$ cat src/sar_pkg.sv
// Constants, types and the carrier struct of the SAR conversion control.
// Assumes a single 10 MHz clock and one asynchronous active-high reset.
//
// Overview of operation
// Falling convert start ends acquisition, begins conversion; the code ignores the fall while the FIFO is full.
// Track while acquiring, freeze difference at start.
// Sixteen binary weighted trials, most significant first.
// Present output code, then drop busy low.
// Result belongs to its own conversion's sample.
// Fast mode; accurate only with gaps below 1 ms.
// Host discards first fast result after long gap.
// General mode places no limit on conversion gaps.
// Low-power mode saves power between conversions.
// Coding select picks binary or twos complement.
// High selects binary; sampled when code forms.
// Straight binary step is reference over 65536.
// Twos complement inverts the top bit.
// Overrange saturates to the maximum code.
// Underrange saturates to the minimum code.
// Reset high aborts conversion and clears control.
// Sleep finishes current conversion, then blocks more.
// Start at once if start already low.
// Drive result bus only while select and read low.
`default_nettype none

package sar_pkg;

	// Clock and widths.
	localparam int CLK_NS     = 100;
	localparam int CODE_W     = 16;
	localparam int FIFO_DEPTH = 16;
	localparam int ADDR_W     = 8;
	localparam int DATA_W     = 32;

	// Register byte offsets.
	localparam logic [7:0] REG_CTRL   = 8'h00;
	localparam logic [7:0] REG_STATUS = 8'h04;
	localparam logic [7:0] REG_RESULT = 8'h08;

	// Field positions.
	localparam int CTRL_MODE_LSB = 0;
	localparam int ST_BUSY_BIT   = 0;
	localparam int ST_SLEEP_BIT  = 1;
	localparam int ST_VALID_BIT  = 2;
	localparam int ST_FULL_BIT   = 3;
	localparam int ST_LEVEL_LSB  = 8;
	localparam int RES_STALE_BIT = 16;

	// Output code figures.
	localparam logic [15:0] CODE_MAX = 16'hFFFF;
	localparam logic [15:0] CODE_MIN = 16'h0000;
	localparam logic [15:0] TRIAL_MSB = 16'h8000;
	localparam logic [3:0]  TOP_BIT  = 4'hF;

	// Acquisition times per mode and the fast mode gap limit.
	localparam int ACQ_WARP_NS    = 250;
	localparam int ACQ_NORMAL_NS  = 400;
	localparam int ACQ_IMPULSE_NS = 600;
	localparam int WARP_GAP_NS    = 1000000;
	localparam int ACQ_WARP_CYC    = (ACQ_WARP_NS + CLK_NS - 1) / CLK_NS;
	localparam int ACQ_NORMAL_CYC  = (ACQ_NORMAL_NS + CLK_NS - 1) / CLK_NS;
	localparam int ACQ_IMPULSE_CYC = (ACQ_IMPULSE_NS + CLK_NS - 1) / CLK_NS;
	localparam int WARP_GAP_CYC    = WARP_GAP_NS / CLK_NS;

	// Synchronised pin positions and their reset levels.
	localparam int PIN_CNV    = 0;
	localparam int PIN_CODING = 1;
	localparam int PIN_SLEEP  = 2;
	localparam int PIN_CS     = 3;
	localparam int PIN_RD     = 4;
	localparam int PIN_N      = 5;
	localparam logic [4:0] PIN_RST = 5'h1B;

	// Speed and power modes.
	typedef enum logic [1:0] {
		MODE_WARP    = 2'h0,
		MODE_NORMAL  = 2'h1,
		MODE_IMPULSE = 2'h2
	} mode_type;

	localparam logic [1:0] CTRL_MODE_RST = 2'h1;

	// Converter states, Gray coded along the usual path.
	typedef enum logic [2:0] {
		ST_ACQ   = 3'h0,
		ST_WAIT  = 3'h1,
		ST_CONV  = 3'h3,
		ST_DONE  = 3'h2,
		ST_SLEEP = 3'h6
	} state_type;

	// One finished conversion as it travels through the FIFO.
	typedef struct packed {
		logic        stale;
		logic [15:0] code;
	} result_word_type;

endpackage

`default_nettype wire

$ cat src/sar_conversion_control.sv
// Control logic of a 16-bit successive-approximation converter.
// Assumes the analog comparator and range detectors are sampled on clk_i
// and that host pins arrive asynchronously.
`default_nettype none

module sar_conversion_control
	import sar_pkg::*;
#(
	parameter logic [15:0] GAP_CYCLES = 16'(WARP_GAP_CYC)
) (
	input  wire logic              clk_i,
	input  wire logic              rst_i,
	input  wire logic              convert_start_n_i,
	input  wire logic              coding_select_i,
	input  wire logic              sleep_request_i,
	input  wire logic              cs_n_i,
	input  wire logic              rd_n_i,
	input  wire logic              comp_i,
	input  wire logic              over_range_i,
	input  wire logic              under_range_i,
	input  wire logic [ADDR_W-1:0] addr_i,
	input  wire logic [DATA_W-1:0] wdata_i,
	input  wire logic              wr_i,
	input  wire logic              rd_i,
	output logic      [DATA_W-1:0] rdata_o,
	output logic                   track_o,
	output logic                   hold_o,
	output logic                   busy_o,
	output logic      [15:0]       dac_trial_o,
	output logic                   low_power_o,
	output logic                   power_down_o,
	output logic      [15:0]       data_o,
	output logic                   data_oe_n_o
);

	////////////////////////////////////////////////////////////////////////
	// Helper functions.

	// Acquisition count per mode, loaded as cycles minus one.
	function automatic logic [3:0] acq_count(input mode_type m);
		case (m)
			MODE_WARP:    acq_count = 4'(ACQ_WARP_CYC - 1);
			MODE_IMPULSE: acq_count = 4'(ACQ_IMPULSE_CYC - 1);
			default:      acq_count = 4'(ACQ_NORMAL_CYC - 1);
		endcase
	endfunction

	// Turns a straight binary code into the selected output coding.
	function automatic logic [15:0] fmt_code(input logic [15:0] raw,
	                                         input logic        straight);
		if (straight) begin
			fmt_code = raw;
		end else begin
			fmt_code = {~raw[15], raw[14:0]};
		end
	endfunction

	////////////////////////////////////////////////////////////////////////
	// Pin synchronisers.

	logic [PIN_N-1:0] s1_q, s2_q, s3_q, pin_q, pin_d;
	logic             cnv_fall;
	logic             rd_rise;

	// A pin level is accepted once the second and third stages agree.
	always_comb begin
		pin_d = (~(s2_q ^ s3_q) & s3_q) | ((s2_q ^ s3_q) & pin_q);
	end

	// Three-stage synchroniser plus accepted level.
	always_ff @(posedge clk_i or posedge rst_i) begin
		if (rst_i) begin
			s1_q  <= PIN_RST;
			s2_q  <= PIN_RST;
			s3_q  <= PIN_RST;
			pin_q <= PIN_RST;
		end else begin
			s1_q  <= {rd_n_i, cs_n_i, sleep_request_i, coding_select_i,
			          convert_start_n_i};
			s2_q  <= s1_q;
			s3_q  <= s2_q;
			pin_q <= pin_d;
		end
	end

	// Edges of the accepted levels.
	assign cnv_fall = pin_q[PIN_CNV] && !pin_d[PIN_CNV];
	assign rd_rise  = !pin_q[PIN_RD] && pin_d[PIN_RD] && !pin_q[PIN_CS];

	////////////////////////////////////////////////////////////////////////
	// Result FIFO.

	result_word_type        word_q, word_d;
	result_word_type        head;
	logic                   push;
	logic                   pop;
	logic                   fifo_ready;
	logic                   fifo_valid;
	logic [4:0]             fifo_level;

	// Finished results queue here until software or the pins take them.
	sar_fifo #(
		.WIDTH($bits(result_word_type)),
		.DEPTH(FIFO_DEPTH)
	) u_fifo (
		.clk_i      (clk_i),
		.rst_i      (rst_i),
		.in_valid_i (push),
		.in_ready_o (fifo_ready),
		.in_data_i  (word_d),
		.out_valid_o(fifo_valid),
		.out_ready_i(pop),
		.out_data_o (head),
		.level_o    (fifo_level)
	);

	////////////////////////////////////////////////////////////////////////
	// Conversion state machine.

	state_type   state_q, state_d;
	mode_type    mode_q, mode_d;
	logic [3:0]  cnt_q, cnt_d;
	logic [15:0] sar_q, sar_d;
	logic [3:0]  bit_q, bit_d;
	logic        over_q, over_d;
	logic        under_q, under_d;
	logic        stale_q, stale_d;
	logic [15:0] gap_q, gap_d;
	logic        start;
	logic        sleep_req;

	assign sleep_req = pin_q[PIN_SLEEP];

	// Next state, successive approximation and result formation.
	always_comb begin
		state_d = state_q;
		cnt_d   = cnt_q;
		sar_d   = sar_q;
		bit_d   = bit_q;
		over_d  = over_q;
		under_d = under_q;
		stale_d = stale_q;
		word_d  = word_q;
		push    = 1'b0;
		start   = 1'b0;
		gap_d   = (gap_q == CODE_MAX) ? gap_q : gap_q + 16'h0001;
		case (state_q)
			ST_ACQ: begin
				if (cnt_q != 4'h0) begin
					cnt_d = cnt_q - 4'h1;
				end else if (sleep_req) begin
					state_d = ST_SLEEP;
				end else if (!pin_q[PIN_CNV] && fifo_ready) begin
					start = 1'b1;
				end else begin
					state_d = ST_WAIT;
				end
			end
			ST_WAIT: begin
				if (sleep_req) begin
					state_d = ST_SLEEP;
				end else if (cnv_fall && fifo_ready) begin
					start = 1'b1;
				end
			end
			ST_CONV: begin
				// Keep the trial bit only if the held input reaches it.
				if (!comp_i) begin
					sar_d[bit_q] = 1'b0;
				end
				if (bit_q != 4'h0) begin
					sar_d[bit_q - 4'h1] = 1'b1;
					bit_d = bit_q - 4'h1;
				end else begin
					state_d = ST_DONE;
				end
			end
			ST_DONE: begin
				// Clamp, code, and queue the result of this sample.
				if (over_q) begin
					word_d.code = fmt_code(CODE_MAX, pin_q[PIN_CODING]);
				end else if (under_q) begin
					word_d.code = fmt_code(CODE_MIN, pin_q[PIN_CODING]);
				end else begin
					word_d.code = fmt_code(sar_q, pin_q[PIN_CODING]);
				end
				word_d.stale = stale_q;
				push    = 1'b1;
				cnt_d   = acq_count(mode_q);
				state_d = sleep_req ? ST_SLEEP : ST_ACQ;
			end
			ST_SLEEP: begin
				if (!sleep_req) begin
					cnt_d   = acq_count(mode_q);
					state_d = ST_ACQ;
				end
			end
			default: begin
				state_d = ST_ACQ;
			end
		endcase
		// Freeze the sample and its range flags at conversion start.
		if (start) begin
			state_d = ST_CONV;
			sar_d   = TRIAL_MSB;
			bit_d   = TOP_BIT;
			over_d  = over_range_i;
			under_d = under_range_i;
			stale_d = (mode_q == MODE_WARP) && (gap_q >= GAP_CYCLES);
			gap_d   = 16'h0000;
		end
	end

	// State registers; reset aborts any conversion in flight.
	always_ff @(posedge clk_i or posedge rst_i) begin
		if (rst_i) begin
			state_q <= ST_ACQ;
			cnt_q   <= 4'(ACQ_NORMAL_CYC - 1);
			sar_q   <= CODE_MIN;
			bit_q   <= 4'h0;
			over_q  <= 1'b0;
			under_q <= 1'b0;
			stale_q <= 1'b0;
			word_q  <= '0;
			gap_q   <= CODE_MAX;
		end else begin
			state_q <= state_d;
			cnt_q   <= cnt_d;
			sar_q   <= sar_d;
			bit_q   <= bit_d;
			over_q  <= over_d;
			under_q <= under_d;
			stale_q <= stale_d;
			word_q  <= word_d;
			gap_q   <= gap_d;
		end
	end

	// Analog switch and status decodes of the state register.
	assign track_o      = (state_q == ST_ACQ) || (state_q == ST_WAIT);
	assign hold_o       = (state_q == ST_CONV) || (state_q == ST_DONE);
	assign busy_o       = hold_o;
	assign dac_trial_o  = sar_q;
	assign power_down_o = (state_q == ST_SLEEP);
	assign low_power_o  = (mode_q == MODE_IMPULSE) && (state_q == ST_WAIT);

	////////////////////////////////////////////////////////////////////////
	// Register port and result bus.

	logic [DATA_W-1:0] rdata_q, rdata_d;
	logic              res_rd;

	assign res_rd = rd_i && (addr_i == REG_RESULT);
	// Either a result register read or a finished pin read consumes a word.
	assign pop    = res_rd || rd_rise;

	// Mode write and read data, valid only in the cycle after the strobe.
	always_comb begin
		mode_d  = mode_q;
		rdata_d = '0;
		if (wr_i && (addr_i == REG_CTRL)) begin
			mode_d = mode_type'(wdata_i[CTRL_MODE_LSB +: 2]);
		end
		if (rd_i) begin
			case (addr_i)
				REG_CTRL: begin
					rdata_d[CTRL_MODE_LSB +: 2] = mode_q;
				end
				REG_STATUS: begin
					rdata_d[ST_BUSY_BIT]       = busy_o;
					rdata_d[ST_SLEEP_BIT]      = power_down_o;
					rdata_d[ST_VALID_BIT]      = fifo_valid;
					rdata_d[ST_FULL_BIT]       = !fifo_ready;
					rdata_d[ST_LEVEL_LSB +: 5] = fifo_level;
				end
				REG_RESULT: begin
					if (fifo_valid) begin
						rdata_d[15:0]          = head.code;
						rdata_d[RES_STALE_BIT] = head.stale;
					end
				end
				default: begin
					rdata_d = '0;
				end
			endcase
		end
	end

	// Mode and read data registers.
	always_ff @(posedge clk_i or posedge rst_i) begin
		if (rst_i) begin
			mode_q  <= mode_type'(CTRL_MODE_RST);
			rdata_q <= '0;
		end else begin
			mode_q  <= mode_d;
			rdata_q <= rdata_d;
		end
	end

	assign rdata_o     = rdata_q;
	// The head word sits in the memory's output register.
	assign data_o      = head.code;
	assign data_oe_n_o = pin_q[PIN_CS] || pin_q[PIN_RD];

endmodule

`default_nettype wire

$ cat src/sar_ram.sv
// Small dual-port memory with a registered, write-first read port.
// Assumes write and read share one clock.
`default_nettype none

module sar_ram #(
	parameter int WIDTH = 17,
	parameter int DEPTH = 16,
	parameter int AW    = 4
) (
	input  wire logic             clk_i,
	input  wire logic             rst_i,
	input  wire logic             we_i,
	input  wire logic [AW-1:0]    waddr_i,
	input  wire logic [WIDTH-1:0] wdata_i,
	input  wire logic [AW-1:0]    raddr_i,
	output logic      [WIDTH-1:0] rdata_o
);

	logic [WIDTH-1:0] mem [DEPTH];
	logic [WIDTH-1:0] rdata_d;

	// Write-first so a word written to the read address shows at once.
	always_comb begin
		rdata_d = mem[raddr_i];
		if (we_i && (waddr_i == raddr_i)) begin
			rdata_d = wdata_i;
		end
	end

	// Storage array; it needs no reset.
	always_ff @(posedge clk_i) begin
		if (we_i) begin
			mem[waddr_i] <= wdata_i;
		end
	end

	// Registered read data.
	always_ff @(posedge clk_i or posedge rst_i) begin
		if (rst_i) begin
			rdata_o <= '0;
		end else begin
			rdata_o <= rdata_d;
		end
	end

endmodule

`default_nettype wire

$ cat src/sar_fifo.sv
// Show-ahead FIFO with valid and ready on both sides.
// Assumes one clock; storage lives in sar_ram.
`default_nettype none

module sar_fifo #(
	parameter int WIDTH = 17,
	parameter int DEPTH = 16
) (
	input  wire logic                     clk_i,
	input  wire logic                     rst_i,
	input  wire logic                     in_valid_i,
	output logic                          in_ready_o,
	input  wire logic [WIDTH-1:0]         in_data_i,
	output logic                          out_valid_o,
	input  wire logic                     out_ready_i,
	output logic      [WIDTH-1:0]         out_data_o,
	output logic      [$clog2(DEPTH):0]   level_o
);

	localparam int AW = $clog2(DEPTH);

	logic [AW-1:0] wr_ptr_q, wr_ptr_d, rd_ptr_q, rd_ptr_d;
	logic [AW:0]   count_q, count_d;
	logic          do_w, do_r;

	// Full and empty come straight from the word count.
	assign in_ready_o  = (count_q != (AW+1)'(DEPTH));
	assign out_valid_o = (count_q != '0);
	assign level_o     = count_q;

	// Pointer and count update.
	always_comb begin
		do_w     = in_valid_i && in_ready_o;
		do_r     = out_ready_i && out_valid_o;
		wr_ptr_d = wr_ptr_q + AW'(do_w);
		rd_ptr_d = rd_ptr_q + AW'(do_r);
		count_d  = count_q + (AW+1)'(do_w) - (AW+1)'(do_r);
	end

	// Pointer registers.
	always_ff @(posedge clk_i or posedge rst_i) begin
		if (rst_i) begin
			wr_ptr_q <= '0;
			rd_ptr_q <= '0;
			count_q  <= '0;
		end else begin
			wr_ptr_q <= wr_ptr_d;
			rd_ptr_q <= rd_ptr_d;
			count_q  <= count_d;
		end
	end

	// Reading at the next pointer keeps the head word on the output.
	sar_ram #(
		.WIDTH(WIDTH),
		.DEPTH(DEPTH),
		.AW   (AW)
	) u_ram (
		.clk_i  (clk_i),
		.rst_i  (rst_i),
		.we_i   (do_w),
		.waddr_i(wr_ptr_q),
		.wdata_i(in_data_i),
		.raddr_i(rd_ptr_d),
		.rdata_o(out_data_o)
	);

endmodule

`default_nettype wire

$ cat config.mk
export PLATFORM = sky130hd
export DESIGN_NAME = sar_conversion_control
export DESIGN_NICKNAME = d
export VERILOG_FILES = /design/src/sar_pkg.sv /design/src/sar_conversion_control.sv /design/src/sar_ram.sv /design/src/sar_fifo.sv
export SDC_FILE = /design/constraint.sdc
export NUM_CORES = 1
export LEC_CHECK = 0
export ABC_AREA = 1
export BUFFER_PORTS_ARGS = -buffer_cell sky130_fd_sc_hd__buf_2
export CORE_MARGIN = 2
export CORE_UTILIZATION = 55
export CTS_CLUSTER_SIZE = 40
export DETAILED_ROUTE_END_ITERATION = 8
export PLACE_DENSITY = 0.74
export SETUP_SLACK_MARGIN = 0.02
export SYNTH_ARGS = -nofsm -noshare
export SYNTH_HDL_FRONTEND = slang
export SYNTH_SLANG_ARGS = --single-unit
$ cat constraint.sdc
create_clock -name clk_i -period 6.05 [get_ports clk_i]
set_clock_uncertainty 0.1 [all_clocks]
set_input_delay 1.5125 -clock clk_i [delete_from_list [all_inputs] [get_ports clk_i]]
set_output_delay 1.5125 -clock clk_i [all_outputs]
set_load 0.01 [all_outputs]
# Word-level counts from Yosys, hierarchy flattened

Memory sizes are Yosys's and may differ from the RTL's. A register that Yosys moved wholly into a read port is not among the register bits.
Index checks and enable logic that the tools add are counted.

Register bits after elaboration: 130
RAM bits: 272
Input port bits: 52
Output and inout bits: 70
Logic and storage cells: 141
Memories: 1

Memories:

| memory           | depth | width | read ports | clocked after memory_dff | wr ports | line          | source |
|---|---|---|---|---|---|---|---|
| u_fifo.u_ram.mem | 16    | 17    | 1          | 1                        | 1        | sar_ram.sv:19 | `logic [WIDTH-1:0] mem [DEPTH];` |

$add $sub $neg: 7
Order comparisons: 5
Equality and inequality tests: 17
Mux-type cells: 49
Bitwise gates (word level): 9
Reductions and logical operators: 34

Operator list:

| kind                  | count |
|---|---|
| $mux 16               | 12 |
| $mux 17               | 3 |
| $mux 4                | 7 |
| $mux 3                | 8 |
| $add 16x1->16 const B | 1 |
| $and 16x16->16        | 1 |
| $eq 16x16->1 const B  | 1 |
| $ge 16x14->1 const B  | 1 |
| $not 16->16           | 1 |
| $or 16x16->16         | 1 |
| $pmux 3 s5            | 1 |
| $logic_and 1x1->1     | 13 |
| $pmux 4 s3            | 1 |
| $and 5x5->5           | 2 |
| $lt 4x5->1 const B    | 2 |
| $mux 1                | 10 |
| $pmux 5 s2            | 1 |
| $ne 3x3->1 const B    | 3 |
| $add 4x1->4           | 2 |
| $demux 1 s4           | 2 |
| $eq 8x3->1 const B    | 1 |
| $eq 8x4->1 const B    | 1 |
| $ge 4x1->1 const B    | 2 |
| $logic_not 8->1       | 1 |
| 30 further kinds      | 43 |

# Longest topological paths before layout

Depth in word-level cells: 12
Gate-level depth with buffers: 19
Depth with buffers taken out: 18

# Cells and area by module

A second synthesis with hierarchy kept.

Cell total of the unflattened synthesis: 1910
Area, all modules: 18256.3 µm²

Modules (own cells, without submodules):

| module                 | times used | cells each | area each (µm²) | seq. area each (µm²) |
|---|---|---|---|---|
| sar_ram                | 1          | 1205       | 12444.4         | 8593.2 |
| sar_conversion_control | 1          | 639        | 5144.9          | 2596.2 |
| sar_fifo               | 1          | 66         | 666.9           | 325.3 |

# Worst setup path after synthesis

OpenSTA, ideal clock, no wires.

Path kind: input port to flip-flop
Start: in addr_i[7]
End: reg u_fifo.u_ram.rdata_o[10], read port of u_fifo.u_ram.mem
Setup time: 0.123 ns
Data arrival time: 3.891 ns
Data required time: 5.827 ns
Slack: 1.936 ns
Cell stages on the path: 16
Buffers on the path: 2
Cells stage by stage: nor2_1 nand3_1 inv_1 nand4_1 nor2_1 inv_2 nand2_1 ha_1 ha_1 buf_2 xor2_1 nor2_2 nand4_4 buf_4 nand2_1 nand2_1

Cells in the longest elaborated chain, start to end: 5

Ends and longest elaborated chain:

| what                         | line                          | source |
|---|---|---|
| start, declared              | sar_conversion_control.sv:21  | `input wire logic [ADDR_W-1:0] addr_i,` |
| $eq 8x4->1                   | sar_conversion_control.sv:253 | `assign res_rd = rd_i && (addr_i == REG_RESULT);` |
| $logic_and 1x1->1            | sar_conversion_control.sv:253 |  |
| $logic_or 1x1->1             | sar_conversion_control.sv:255 | `assign pop = res_rd \|\| rd_rise;` |
| $logic_and 1x1->1            | sar_fifo.sv:34                | `do_r = out_ready_i && out_valid_o;` |
| $add 4x1->4                  | sar_fifo.sv:36                | `rd_ptr_d = rd_ptr_q + AW'(do_r);` |
| named net u_fifo.rd_ptr_d[1] | sar_fifo.sv:22                | `logic [AW-1:0] wr_ptr_q, wr_ptr_d, rd_ptr_q, rd_ptr_d;` |
| end, declared                | sar_ram.sv:16                 | `output logic [WIDTH-1:0] rdata_o` |

The timed path passes the listed nets, and every way through them passes these cells.
A chain may end at the register's enable or synchronous reset.

# Final worst setup path

Start: in addr_i[1]
End: reg u_fifo.u_ram.rdata_o[1], read port of u_fifo.u_ram.mem

Same word-level chain as after synthesis.

==> qor.csv <==
stage;metric;value;unit
floorplanning;die width;185.1;um
floorplanning;row count;66;
global_route;GRT overflow;0;
timing;setup violators final;0;
place;buffers added on ports;76;
clocking;postcts setup bufs;0;
run_status;outcome;finished clean;
critical_path;Worst Path Required;6.35;ns
synthesis;synth top area cells;edfxtp_1 45%, dfrtp_1 13%, nand2_1 13%;
clocking;clock sinks;404;
global_route;grt met3 use;4.188;%
layout;Final Net Count;2005;
layout;n_diodes;0;
pwr;VDD IR-drop max;0.0003921;V
timing;Slew Viols, Final;0;
global_route;GR peak layer;met2;
global_route;Total GRT Usage;25.16;%
synthesis;top cell type by total area after synthesis;edfxtp_1;
detailed_routing;DR pass1 iterations;6;
synthesis;Syn Area/Cell;9.667;um^2
clocking;CTS tree;done;
critical_path;crit path launch type;input pin;
critical_path;r2r setup slk;1.85;ns
layout;Syn-to-layout area delta;11.31;%
critical_path;crit path capture type;flip-flop;
timing;Rel. slew slack;15.50;%
detailed_routing;routed vias;12860;
global_route;grt met2 use;42.77;%
floorplanning;Initial Util;55.58;%
job;max-cap violation count;0;
detailed_routing;vias per inst;5.337;
layout;fillcell total;2573;
timing;min setup slack post-route;1.248;ns
clocking;Clk pin slew, worst setup/hold paths;0.06;ns
timing;Final Critical Period;4.803;ns
layout;layout cells sized above 1;12.76;%
synthesis;sequential fraction of the synthesis area;63.83;%
global_route;met1 Usage GRT;32.86;%
detailed_routing;Post-Route WL;41790;um
synthesis;top cell type's share of synthesized area;45.28;%
synthesis;synthesis-stage register bit count;404;
clocking;Max Buffers Root-to-Sink;3;
place;dpl ws;0.8181;ns
floorplanning;I/O pin cnt;122;
detailed_routing;Starting DRT DRC Count;1173;
clocking;Resized cells post-CTS;0;
timing;worst hold slack;0.2550;ns
synthesis;Yosys cell types;36;
global_route;first-pass GRT wire length;66310;um
floorplanning;core area;32450;um^2
synthesis;YS warnings;0;
layout;Util after Layout;61.87;%
synthesis;area of the mapped netlist;18040;um^2
clocking;# hold bufs at CTS;0;
timing;total negative setup slack;0;ns
pwr;Leak;0.009101;uW
timing;Worst Tran Pin Value;1.259;ns
detailed_routing;ANT nets after route;0;
pwr;PwrDens;517.8;nW/um^2
layout;post-route cell area;20080;um^2
floorplanning;DIE AREA;34260;um^2
min_path;HP Class;reg2reg;
global_route;vias in the first global route;12500;
critical_path;CP Class;in2reg;
clocking;Clock Latency Late Sink;0.55;ns
floorplanning;Chip Height;185.1;um
timing;RSZ-0062 raised after global routing;false;
timing;highest clock rate;0.2082;GHz
clocking;H-tree levels;2;
clocking;total CTS buffers;42;
detailed_routing;DR WL/cell;17.35;um
detailed_routing;residual DRC count;0;
critical_path;CP arrival;5.11;ns
global_route;largest net degree at the start of global routing;88;
critical_path;Critical Path Fanout Max;31;
place;placed inst area;18800;um^2
timing;final period utilization;79.38;%
clocking;CTS root buf;clkbuf_16;
place;GPL Wtd Cong;0.9314;
synthesis;post-synthesis instance total;1866;
timing;Final Hold Fails;0;
global_route;initial antenna violation count;0;
place;DP HPWL;25710;um
==> sequential cells by signal (all words and copies together) (netlist names), 5 cells and up, named ones only <==
name and count:
s2_q 5, gap_q 16, s1_q 5, s3_q 5, u_fifo.u_ram.mem 272, dac_trial_o 16
rdata_o 17, u_fifo.level_o 5, u_fifo.u_ram.rdata_o 17, word_q 17
==> cell type report <==
type	count	area [um^2]	share of cell area, %
sequential	404	11510	57.35
multi-input combinational	1131	5149	25.64
clock buffer	62	1177	5.864
inverter	245	927.1	4.617
timing repair buffer	110	660.6	3.290
tap	442	553.0	2.754
clock inverter	15	97.59	0.4860
==> power by group <==
group	internal, uW	leakage [uW]	switching, uW	total [uW]
logic	1120	0.00446	2820	3940
clock network	1390	0.000620	1020	2410
registers	3760	0.00402	288	4050
total	6270	0.00910	4130	10400
==> worst paths after layout <==
| kind | startpoint | endpoint | cells after the start |
|---|---|---|---|
| max | addr_i[1] | u_fifo.u_ram.rdata_o[1] | 16 |
| min | s1_q[4] | s2_q[4] | 0 |
| max reg2reg | u_fifo.level_o[2] | u_fifo.u_ram.rdata_o[1] | 15 |
| min reg2reg | s1_q[4] | s2_q[4] | 0 |
| max in group asynchronous | rst_i | word_q[6] | 3 |
| min in group asynchronous | rst_i | u_fifo.level_o[1] | 2 |
==> cell families after synthesis <==
kind of cell             share of synthesized area [%]
AND/OR/NAND/NOR                                  22.99
flip-flops                                       63.83
buffers and inverters                            8.240
AO/OA/AOI/OAI                                    2.851
adder cells (fa/ha/maj)                          1.582
XOR/XNOR                                        0.4856
other                                          0.02079
==> stage by stage <==
step                std cells  total power (uW)
global placement         2332              7838
finish                   2409             10400
CTS                      2409             10390
global route             2409             11030
floorplan                1880              6724
detailed placement       2332              7975
==> critical path, stage by stage <==
cell	delay [ns]
buf_2	0.10
nor2_1	0.15
inv_1	0.09
nor2_1	0.15
nand4_1	0.19
nor2_1	0.46
inv_2	0.22
nand2_1	0.18
ha_4	0.16
ha_2	0.68
xor2_1	0.16
nor2_2	0.11
buf_4	0.28
nand4_4	0.35
nand2_1	0.19
nand2_1	0.11
==> layout by cell type, fill, tap and decap left out, types with 3 or more instances in the layout <==
| cell type | synthesis | routed |
|---|---|---|
| a21oi_1 | 29 | 29 |
| buf_2 | 33 | 76 |
| buf_4 | 38 | 32 |
| clkbuf_1 | 22 | 16 |
| clkbuf_16 | 0 | 43 |
| clkbuf_8 | 0 | 3 |
| clkinv_1 | 3 | 10 |
| clkinv_2 | 0 | 5 |
| conb_1 | 1 | 15 |
| dfrtp_1 | 97 | 97 |
| dfstp_2 | 35 | 35 |
| edfxtp_1 | 272 | 272 |
| ha_1 | 18 | 16 |
| inv_1 | 230 | 229 |
| inv_2 | 12 | 11 |
| maj3_1 | 4 | 4 |
| nand2_1 | 633 | 633 |
| nand2_2 | 6 | 6 |
| nand3_1 | 218 | 218 |
| nand4_1 | 27 | 27 |
| nor2_1 | 77 | 61 |
| nor2_2 | 3 | 19 |
| nor2_4 | 3 | 3 |
| nor3_1 | 10 | 10 |
| o211ai_1 | 4 | 4 |
| o21ai_0 | 57 | 46 |
| o21ai_1 | 5 | 15 |
| or2_2 | 3 | 3 |
| xor2_1 | 9 | 9 |
==> metal layers <==
layer	vias up	part of all wire [%]
met1	6125	41
met3	90	7.3
li1	6138	-
met5	-	0
met4	0	3.0
met2	505	48
==> cell usage after synthesis <==
library cell and instances:
nor2_2 3, a31oi_1 1, clkbuf_1 22, xnor2_1 1, o22ai_1 1, fa_1 1, nor3_1 10, xor2_1 9
edfxtp_1 272, nor2_1 77, a21oi_1 29, o21ai_0 57, inv_2 12, clkinv_1 3, dfrtp_1 97, buf_2 33
nand2_1 633, ha_1 18, dfstp_2 35, conb_1 1, or2_2 3, maj3_1 4, a31o_2 1, nor2_4 3
o21ai_1 5, nand4_4 2, a211oi_1 1, nand3_1 218, o211ai_1 4, buf_4 38, nand4_1 27, inv_1 230
nand2_2 6, nand3_2 2, buf_6 1, buf_1 6
Note: power is estimated with default switching activity, not from simulation.
